<file path="config.mk">
export PLATFORM = sky130hd
export DESIGN_NAME = bdp_source
export DESIGN_NICKNAME = d
export VERILOG_FILES = /design/src/bdp_pkg.sv /design/src/bdp_source.sv
export VERILOG_INCLUDE_DIRS = /design/src
export SDC_FILE = /design/constraint.sdc
export NUM_CORES = 1
export LEC_CHECK = 0
export BUFFER_PORTS_ARGS = -buffer_cell sky130_fd_sc_hd__buf_2
export CAP_MARGIN = 20
export CORE_MARGIN = 3
export CORE_UTILIZATION = 35
export DETAILED_ROUTE_END_ITERATION = 16
export GPL_TIMING_DRIVEN = 0
export PLACE_DENSITY = 0.64
export SYNTH_ARGS = -nofsm -noshare
export SYNTH_HDL_FRONTEND = slang
export SYNTH_HIERARCHICAL = 1
export SYNTH_SLANG_ARGS = --single-unit
</file>
<file path="constraint.sdc">
create_clock -name sys_clk -period 4.4 [get_ports sys_clk]
set_input_delay 0.22 -clock sys_clk [delete_from_list [all_inputs] [get_ports sys_clk]]
set_output_delay 0.22 -clock sys_clk [all_outputs]
set_load 0.02 [all_outputs]
</file>
<file path="src/bdp_regs.svh">
// Register offsets, field positions and reset values of the bit pattern source.
`ifndef BDP_REGS_SVH
`define BDP_REGS_SVH
`define BDP_CTRL_OFF 8'h00
`define BDP_STATUS_OFF 8'h04
`define BDP_ULEN_OFF 8'h08
`define BDP_UADDR_OFF 8'h0C
`define BDP_UDATA_OFF 8'h10
`define BDP_EN_BIT 0
`define BDP_SRC_LSB 1
`define BDP_PN_LSB 4
`define BDP_RUN_LSB 7
`define BDP_FIX_LSB 10
`define BDP_BPS_LSB 14
`define BDP_OVR_BIT 8
`define BDP_CTRL_RST 18'h04000
`define BDP_ULEN_RST 16'h0020
`define BDP_PN_SEED 23'h7FFFFF
`endif

</file>
<file path="src/bdp_pkg.sv">
// Types shared by the bit pattern source.
package bdp_pkg;
  typedef enum logic [2:0] {SRC_PN, SRC_FIXED, SRC_RUN, SRC_USER, SRC_EXT} bdp_src_t;
  typedef enum logic [2:0] {PN_9, PN_11, PN_15, PN_20, PN_23} bdp_pn_t;
endpackage

</file>
<file path="src/bdp_source.sv">
// Bit FIFO and the selectable data pattern source with its symbol builder.
//
// Implementation choices: the APB interface to the registers and the placing of the registers.
`timescale 1ns/1ps
`include "bdp_regs.svh"

// Flip-flop FIFO with valid and ready on both sides.
module bdp_fifo #(
  parameter int WIDTH = 2,
  parameter int DEPTH = 16
) (
  input wire logic sys_clk,
  input wire logic reset,
  input wire logic [WIDTH-1:0] in_data,
  input wire logic in_valid,
  output logic in_ready,
  output logic [WIDTH-1:0] out_data,
  output logic out_valid,
  input wire logic out_ready,
  output logic [$clog2(DEPTH):0] level
);
  localparam int AW = $clog2(DEPTH);
  logic [WIDTH-1:0] mem [DEPTH];
  logic [AW-1:0] wr_ptr;
  logic [AW-1:0] rd_ptr;
  logic push;
  logic pop;

  // Full and empty come from the level, so both are exact.
  assign in_ready = (level != (AW+1)'(DEPTH));
  assign out_valid = (level != '0);
  assign out_data = mem[rd_ptr];
  assign push = in_valid && in_ready;
  assign pop = out_valid && out_ready;

  // Storage is written only on an accepted push.
  always_ff @(posedge sys_clk)
  begin
    if (push)
    begin
      mem[wr_ptr] <= in_data;
    end
  end

  // Pointers wrap at the depth; depth must be a power of two.
  always_ff @(posedge sys_clk)
  begin
    if (reset)
    begin
      wr_ptr <= '0;
      rd_ptr <= '0;
      level <= '0;
    end
    else
    begin
      if (push)
        wr_ptr <= wr_ptr + 1'b1;
      if (pop)
        rd_ptr <= rd_ptr + 1'b1;
      if (push && !pop)
        level <= level + 1'b1;
      else if (pop && !push)
        level <= level - 1'b1;
    end
  end
endmodule

// Pattern source top with APB registers.
module bdp_source #(
  parameter int USER_WORDS = 8,
  parameter int FIFO_DEPTH = 16
) (
  input wire logic sys_clk,
  input wire logic reset,
  input wire logic psel,
  input wire logic penable,
  input wire logic pwrite,
  input wire logic [7:0] paddr,
  input wire logic [31:0] pwdata,
  output logic [31:0] prdata,
  output logic pready,
  output logic pslverr,
  input wire logic ext_data,
  input wire logic ext_data_clk,
  input wire logic ext_sym_sync,
  output logic [7:0] sym_data,
  output logic sym_valid,
  input wire logic sym_ready
);
  localparam int UAW = $clog2(USER_WORDS);
  localparam int UB = UAW + 5;
  localparam int LW = $clog2(FIFO_DEPTH) + 1;

  logic [17:0] ctrl;
  logic [15:0] user_len;
  logic [UAW-1:0] user_addr;
  logic [31:0] user_mem [USER_WORDS];
  logic [UB-1:0] user_ptr;
  logic overrun;
  logic [22:0] lfsr;
  logic [1:0] fix_idx;
  logic [6:0] run_cnt;
  logic ext_clk_q;
  logic [7:0] sym_shift;
  logic [3:0] sym_cnt;
  logic setup;
  logic wr_fire;
  logic hit;
  logic [31:0] rd_mux;
  bdp_pkg::bdp_src_t src;
  bdp_pkg::bdp_pn_t pn_order;
  logic custom_en;
  logic [3:0] bps;
  logic [6:0] run_n;
  logic pn_bit;
  logic pn_fb;
  logic gen_bit;
  logic gen_valid;
  logic gen_sync;
  logic push_fire;
  logic ext_edge;
  logic [1:0] f_out;
  logic f_valid;
  logic f_ready;
  logic f_in_ready;
  logic [LW-1:0] f_level;
  logic [3:0] next_cnt;
  logic [7:0] next_shift;

  // Control fields decoded from the control word.
  assign custom_en = ctrl[`BDP_EN_BIT];
  assign src = bdp_pkg::bdp_src_t'(ctrl[`BDP_SRC_LSB +: 3]);
  assign pn_order = bdp_pkg::bdp_pn_t'(ctrl[`BDP_PN_LSB +: 3]);
  assign bps = (ctrl[`BDP_BPS_LSB +: 4] == 4'h0) ? 4'h1 : ctrl[`BDP_BPS_LSB +: 4];
  assign run_n = 7'h04 << ctrl[`BDP_RUN_LSB +: 3];

  // APB decode; the slave answers with no wait state.
  assign setup = psel && !penable;
  assign wr_fire = psel && penable && pwrite && pready;
  always_comb
  begin
    hit = 1'b1;
    rd_mux = 32'h0;
    case (paddr)
      `BDP_CTRL_OFF: rd_mux = {14'h0, ctrl};
      `BDP_STATUS_OFF: rd_mux = {23'h0, overrun, sym_valid, 2'h0, f_level};
      `BDP_ULEN_OFF: rd_mux = {16'h0, user_len};
      `BDP_UADDR_OFF: rd_mux = {{(32-UAW){1'b0}}, user_addr};
      `BDP_UDATA_OFF: rd_mux = user_mem[user_addr];
      default: hit = 1'b0;
    endcase
  end

  // Read data and error are caught in the setup cycle so they come from flops.
  always_ff @(posedge sys_clk)
  begin
    if (reset)
    begin
      pready <= 1'b0;
      prdata <= 32'h0;
      pslverr <= 1'b0;
    end
    else
    begin
      pready <= setup;
      prdata <= (setup && !pwrite) ? rd_mux : 32'h0;
      pslverr <= setup && !hit;
    end
  end

  // Software-written configuration; a zero file length is held at one.
  always_ff @(posedge sys_clk)
  begin
    if (reset)
    begin
      ctrl <= `BDP_CTRL_RST;
      user_len <= `BDP_ULEN_RST;
      user_addr <= '0;
    end
    else if (wr_fire)
    begin
      case (paddr)
        `BDP_CTRL_OFF: ctrl <= pwdata[17:0];
        `BDP_ULEN_OFF: user_len <= (pwdata[15:0] == 16'h0) ? 16'h1 : pwdata[15:0];
        `BDP_UADDR_OFF: user_addr <= pwdata[UAW-1:0];
        `BDP_UDATA_OFF: user_addr <= user_addr + 1'b1;
        default: ;
      endcase
    end
  end

  // User bit file storage; software may rewrite it at any time.
  always_ff @(posedge sys_clk)
  begin
    if (wr_fire && paddr == `BDP_UDATA_OFF)
    begin
      user_mem[user_addr] <= pwdata;
    end
  end

  // Taps of a maximal-length register for each order.
  always_comb
  begin
    case (pn_order)
      bdp_pkg::PN_9: pn_fb = lfsr[8] ^ lfsr[4];
      bdp_pkg::PN_11: pn_fb = lfsr[10] ^ lfsr[8];
      bdp_pkg::PN_15: pn_fb = lfsr[14] ^ lfsr[13];
      bdp_pkg::PN_20: pn_fb = lfsr[19] ^ lfsr[16];
      bdp_pkg::PN_23: pn_fb = lfsr[22] ^ lfsr[17];
      default: pn_fb = lfsr[8] ^ lfsr[4];
    endcase
  end
  assign pn_bit = pn_fb;

  // Bit of the selected source; only the external one can have gaps.
  assign ext_edge = ext_data_clk && !ext_clk_q;
  always_comb
  begin
    gen_valid = 1'b1;
    gen_sync = 1'b0;
    case (src)
      bdp_pkg::SRC_PN: gen_bit = pn_bit;
      bdp_pkg::SRC_FIXED: gen_bit = ctrl[`BDP_FIX_LSB + 3 - fix_idx];
      bdp_pkg::SRC_RUN: gen_bit = (run_cnt < run_n);
      bdp_pkg::SRC_USER: gen_bit = user_mem[user_ptr[UB-1:5]][user_ptr[4:0]];
      bdp_pkg::SRC_EXT:
      begin
        gen_bit = ext_data;
        gen_valid = ext_edge;
        gen_sync = ext_sym_sync;
      end
      default: gen_bit = pn_bit;
    endcase
  end
  assign push_fire = gen_valid && f_in_ready;

  // Generators advance only when their bit enters the FIFO, so none is skipped.
  always_ff @(posedge sys_clk)
  begin
    if (reset || (wr_fire && paddr == `BDP_CTRL_OFF))
    begin
      lfsr <= `BDP_PN_SEED;
      fix_idx <= 2'h0;
      run_cnt <= 7'h0;
      user_ptr <= '0;
    end
    else if (push_fire)
    begin
      case (src)
        bdp_pkg::SRC_PN: lfsr <= {lfsr[21:0], pn_fb};
        bdp_pkg::SRC_FIXED: fix_idx <= fix_idx + 2'h1;
        bdp_pkg::SRC_RUN: run_cnt <= (run_cnt == ((run_n << 1) - 7'h1)) ? 7'h0 : run_cnt + 7'h1;
        bdp_pkg::SRC_USER:
          user_ptr <= ({{(16-UB){1'b0}}, user_ptr} >= user_len - 16'h1) ? '0 : user_ptr + 1'b1;
        default: ;
      endcase
    end
  end

  // External data clock edge detect and overrun flag; a new overrun beats the clear.
  always_ff @(posedge sys_clk)
  begin
    if (reset)
    begin
      ext_clk_q <= 1'b0;
      overrun <= 1'b0;
    end
    else
    begin
      ext_clk_q <= ext_data_clk;
      if (src == bdp_pkg::SRC_EXT && ext_edge && !f_in_ready)
        overrun <= 1'b1;
      else if (wr_fire && paddr == `BDP_STATUS_OFF && pwdata[`BDP_OVR_BIT])
        overrun <= 1'b0;
    end
  end

  bdp_fifo #(
    .WIDTH(2),
    .DEPTH(FIFO_DEPTH)
  ) u_fifo (
    .sys_clk(sys_clk),
    .reset(reset),
    .in_data({gen_sync, gen_bit}),
    .in_valid(gen_valid),
    .in_ready(f_in_ready),
    .out_data(f_out),
    .out_valid(f_valid),
    .out_ready(f_ready),
    .level(f_level)
  );

  // The builder stalls while disabled or while a symbol waits, so the FIFO back-pressures.
  assign f_ready = custom_en && !(sym_valid && !sym_ready);
  assign next_cnt = f_out[1] ? 4'h1 : sym_cnt + 4'h1;
  // A new symbol starts from zero, so narrow symbols carry no stale upper bits.
  assign next_shift = (f_out[1] || sym_cnt == 4'h0) ? {7'h0, f_out[0]} : {sym_shift[6:0], f_out[0]};

  // Symbol builder packs bits MSB first; a sync bit restarts the symbol.
  always_ff @(posedge sys_clk)
  begin
    if (reset || !custom_en)
    begin
      sym_shift <= 8'h0;
      sym_cnt <= 4'h0;
      sym_data <= 8'h0;
      sym_valid <= 1'b0;
    end
    else
    begin
      if (sym_valid && sym_ready)
        sym_valid <= 1'b0;
      if (f_valid && f_ready)
      begin
        sym_shift <= next_shift;
        sym_cnt <= (next_cnt == bps) ? 4'h0 : next_cnt;
        if (next_cnt == bps)
        begin
          sym_data <= next_shift;
          sym_valid <= 1'b1;
        end
      end
    end
  end
endmodule

</file>
==> results.sh <==
export IMPL_status="complete, no violations"
export IMPL_slew_headroom=0.212
export IMPL_start_util=0.358
export IMPL_wl_per_cell_um=22.2
export IMPL_maxCapViolations=0
export IMPL_critPathKind="reg2reg"
export IMPL_grt_overflow=0
export IMPL_clock_sinks=444
export IMPL_final_layout_size_suffix_gt1_frac=0.234
export IMPL_hpwl_mm=38.2
export IMPL_route_detailed_drc=0
export IMPL_rows=86
export IMPL_core_region_area_mm2=0.0557
export IMPL_setup_viol=0
export IMPL_antenna_found_initial=0
export IMPL_final_cell_mix="edfxtp_1, nand2_1, dfxtp_1"
export IMPL_holdPathStages=3
export IMPL_pwr_density_cell_mw_per_mm2=368
export IMPL_synth_yosys_seq_area_share=0.590
export IMPL_synth_compound_area_frac=0.0519
export IMPL_synth_edff_count=288
export IMPL_cp_common_cell="clkbuf_1"
export IMPL_finalCritPeriodShare=0.805
export IMPL_wl_mm=54.0
export IMPL_synthesis_area_mm2=0.0200
export IMPL_rsz0062_at_grt="no"
export IMPL_hp_start="pwdata[0]"
export IMPL_syn_inst=1437
export IMPL_reg2reg_setup_slack_ps=860
export IMPL_synth_ff_type="edfxtp_1"
export IMPL_hold_violations=0
export IMPL_worst_path_buf_inv=3
export IMPL_grt_total_usage=0.179
export IMPL_synth_fa_ha_area_frac=0.0192
export IMPL_cts_resized=0
export IMPL_syn_nets=1516
export IMPL_htree_levels=2
export IMPL_yosys_area_top_type="edfxtp_1"
export IMPL_synth_area_leaders="edfxtp_1, mux4_2, dfxtp_1"
export IMPL_ant_nets=0
export IMPL_synth_top_family_by_area="multiplexers"
export IMPL_routabilityCongestion=0.844
export IMPL_grt_max_degree=24
export IMPL_dp_cells=2308
export IMPL_worst_r2r_endpoint="prdata[29]$_SDFF_PP0_"
export IMPL_hold_path_class="in2reg"
export IMPL_min_to="ctrl[0]$_SDFFE_PP0P_"
export IMPL_die_x_um=245
export IMPL_max_stage_delay_ps=870
export IMPL_cts_clk_slew_worst_paths_ps=70
export IMPL_endpoint_kind="flip-flop"
export IMPL_crit_arrival_ps=4010
export IMPL_peakVddDrop_mv=0.313
export IMPL_root_buffer="clkbuf_16"
export IMPL_path_cells="clkbuf_1 -> clkbuf_1 -> clkbuf_1 -> mux4_2 -> mux2i_1 -> nor2_1"
export IMPL_grt_pass1_vias=13300
export IMPL_hold_slack_ps=56.2
export IMPL_grt_pass1_wl_mm=81.5
export IMPL_dr_total_vias=13300
export IMPL_synth_top_cell_area_share=0.433
export IMPL_async_reset_ff_frac=0
export IMPL_yosysWarnings=6
export IMPL_nets=1723
export IMPL_drt_first_pass_iters=5
export IMPL_synth_seq_cells=444
export IMPL_finClkSkew_ps=21.0
export IMPL_finalNonFillerCells=2430
export IMPL_layout_cells_most_common="edfxtp_1"
export IMPL_drtIter0Drc=1314
export IMPL_startpoint_type="flip-flop"
export IMPL_insertion_delay_ps=600
export IMPL_num_io_pins=92
export IMPL_fp_dieH_um=245
export IMPL_die_area_mm2=0.0599
export IMPL_tightestPinTransition_ps=1180
export IMPL_worst_r2r_cell_count=6
export IMPL_vias_per_cell=5.45
export IMPL_fin_crit_ps=3540
export IMPL_yosys_mux_area_fraction=0.198
export IMPL_synth_avg_cell_area_um2=13.9
export IMPL_power_leakage_uw=0.00793
export IMPL_synthDistinctLibCells=62
export IMPL_cts_tree="yes"
export IMPL_n_antenna_cell=0
export IMPL_synth_xor_area_frac=0.0171
export IMPL_maxSlewViolCount=0
export IMPL_syn_to_final_growth_pct=18.7
export IMPL_cp_required_ps=4870
export IMPL_synth_simple_area_share=0.0993
export IMPL_clock_path_buffers=3
export IMPL_port_buffer_count=90
export IMPL_cp_max_fo=10
export IMPL_fmax_ghz=0.282
export IMPL_cts_made_buffers=47
export IMPL_cp_slowest_cell="clkbuf_1"
export IMPL_critPathTopFamily="buffers and inverters"
tightest hold or removal path: cells and delay by family:
family,cells,cell delay [ps]
buffers and inverters,1,210
AND/OR/NAND/NOR,1,110
AO/OA/AOI/OAI,1,70
layout make-up:
cell class | instances | area (um2)
repair buffers | 158 | 1160
fillers | 5149 | 32000
well taps | 748 | 936
flip-flops and latches | 444 | 11800
inverters | 12 | 45.0
clock inverters | 19 | 251
plain buffers | 92 | 449
multi-input cells | 889 | 7750
clock buffers | 68 | 1340
logic make-up after synthesis:
logic type	after synthesis
flip-flops	444
buffers and inverters	104
AND/OR/NAND/NOR	443
AO/OA/AOI/OAI	165
multiplexers	212
adder cells (fa/ha/maj)	30
XOR/XNOR	39
how the worst max path moves through the flow:
stage,startpoint,to,slack [ps],depth (start not counted)
final,flip-flop,prdata[29]$_SDFF_PP0_,860,6
after global routing,flip-flop,sym_data[1]$_SDFFE_PP0P_,670,14
after CTS,flip-flop,sym_data[4]$_SDFFE_PP0P_,960,14
after detailed placement,flip-flop,sym_data[4]$_SDFFE_PP0P_,1020,14
after global placement,paddr[5],user_mem[1][19]$_DFFE_PP_,-4790,6
after floorplan,paddr[5],user_mem[2][0]$_DFFE_PP_,-270,5
routing by layer:
| layer | part of all wire | vias up | track usage |
|---|---|---|---|
| met1 | 0.43 | 6693 | 0.244 |
| met3 | 0.083 | 92 | 0.0392 |
| met2 | 0.47 | 566 | 0.287 |
| met4 | 0.024 | 0 | 0.0537 |
| li1 | - | 5903 | - |
| met5 | 0 | - | 0 |
per-stage QoR:
stage	cell area, um2	utilization	TNS, ps	power [uW]	setup slack (ps)
after global routing	23700	0.425	0	8970	669
after detailed placement	21800	0.390	0	4720	1020
final	23700	0.425	0	8710	857
after floorplan	20000	-	-16970	4620	-265
after CTS	23700	0.425	0	8790	962
after global placement	21400	0.383	-641950	4710	-4790
where the power goes:
group	internal (uW)	switching, uW	total, uW
Clock	2370	1680	4050
Sequential	4440	10.2	4450
Combinational	73.9	132	206
cells in the mapped netlist (12+ instances only):
library cell and count:
edfxtp_1 288, nand2_1 171, dfxtp_1 156, mux4_2 146, nor2_1 116, a21oi_1 78
mux2i_1 59, clkbuf_1 55, nand3_1 53, nor3_1 31, ha_1 29, xor2_1 24
xnor2_1 15, buf_2 14, o21ai_1 14, and3_1 12, nand2b_1 12
flip-flops by register name, indices dropped and copies added (netlist names), 2 cells and up, named ones only:
signal and cells:
ctrl 18, fix_idx 2, lfsr 23, prdata 32, run_cnt 7, sym_cnt 4, sym_data 8, sym_shift 7
u_fifo/level 5, u_fifo/mem 32, u_fifo/rd_ptr 4, u_fifo/wr_ptr 4, user_addr 3, user_len 16, user_mem 256, user_ptr 8
repair_timing:
item | in CTS | in global routing
endpoints found under the hold margin | 276 | 0
setup buffers | 0 | 0
hold buffers | 35 | 0
(Power assumes the default switching activity.)
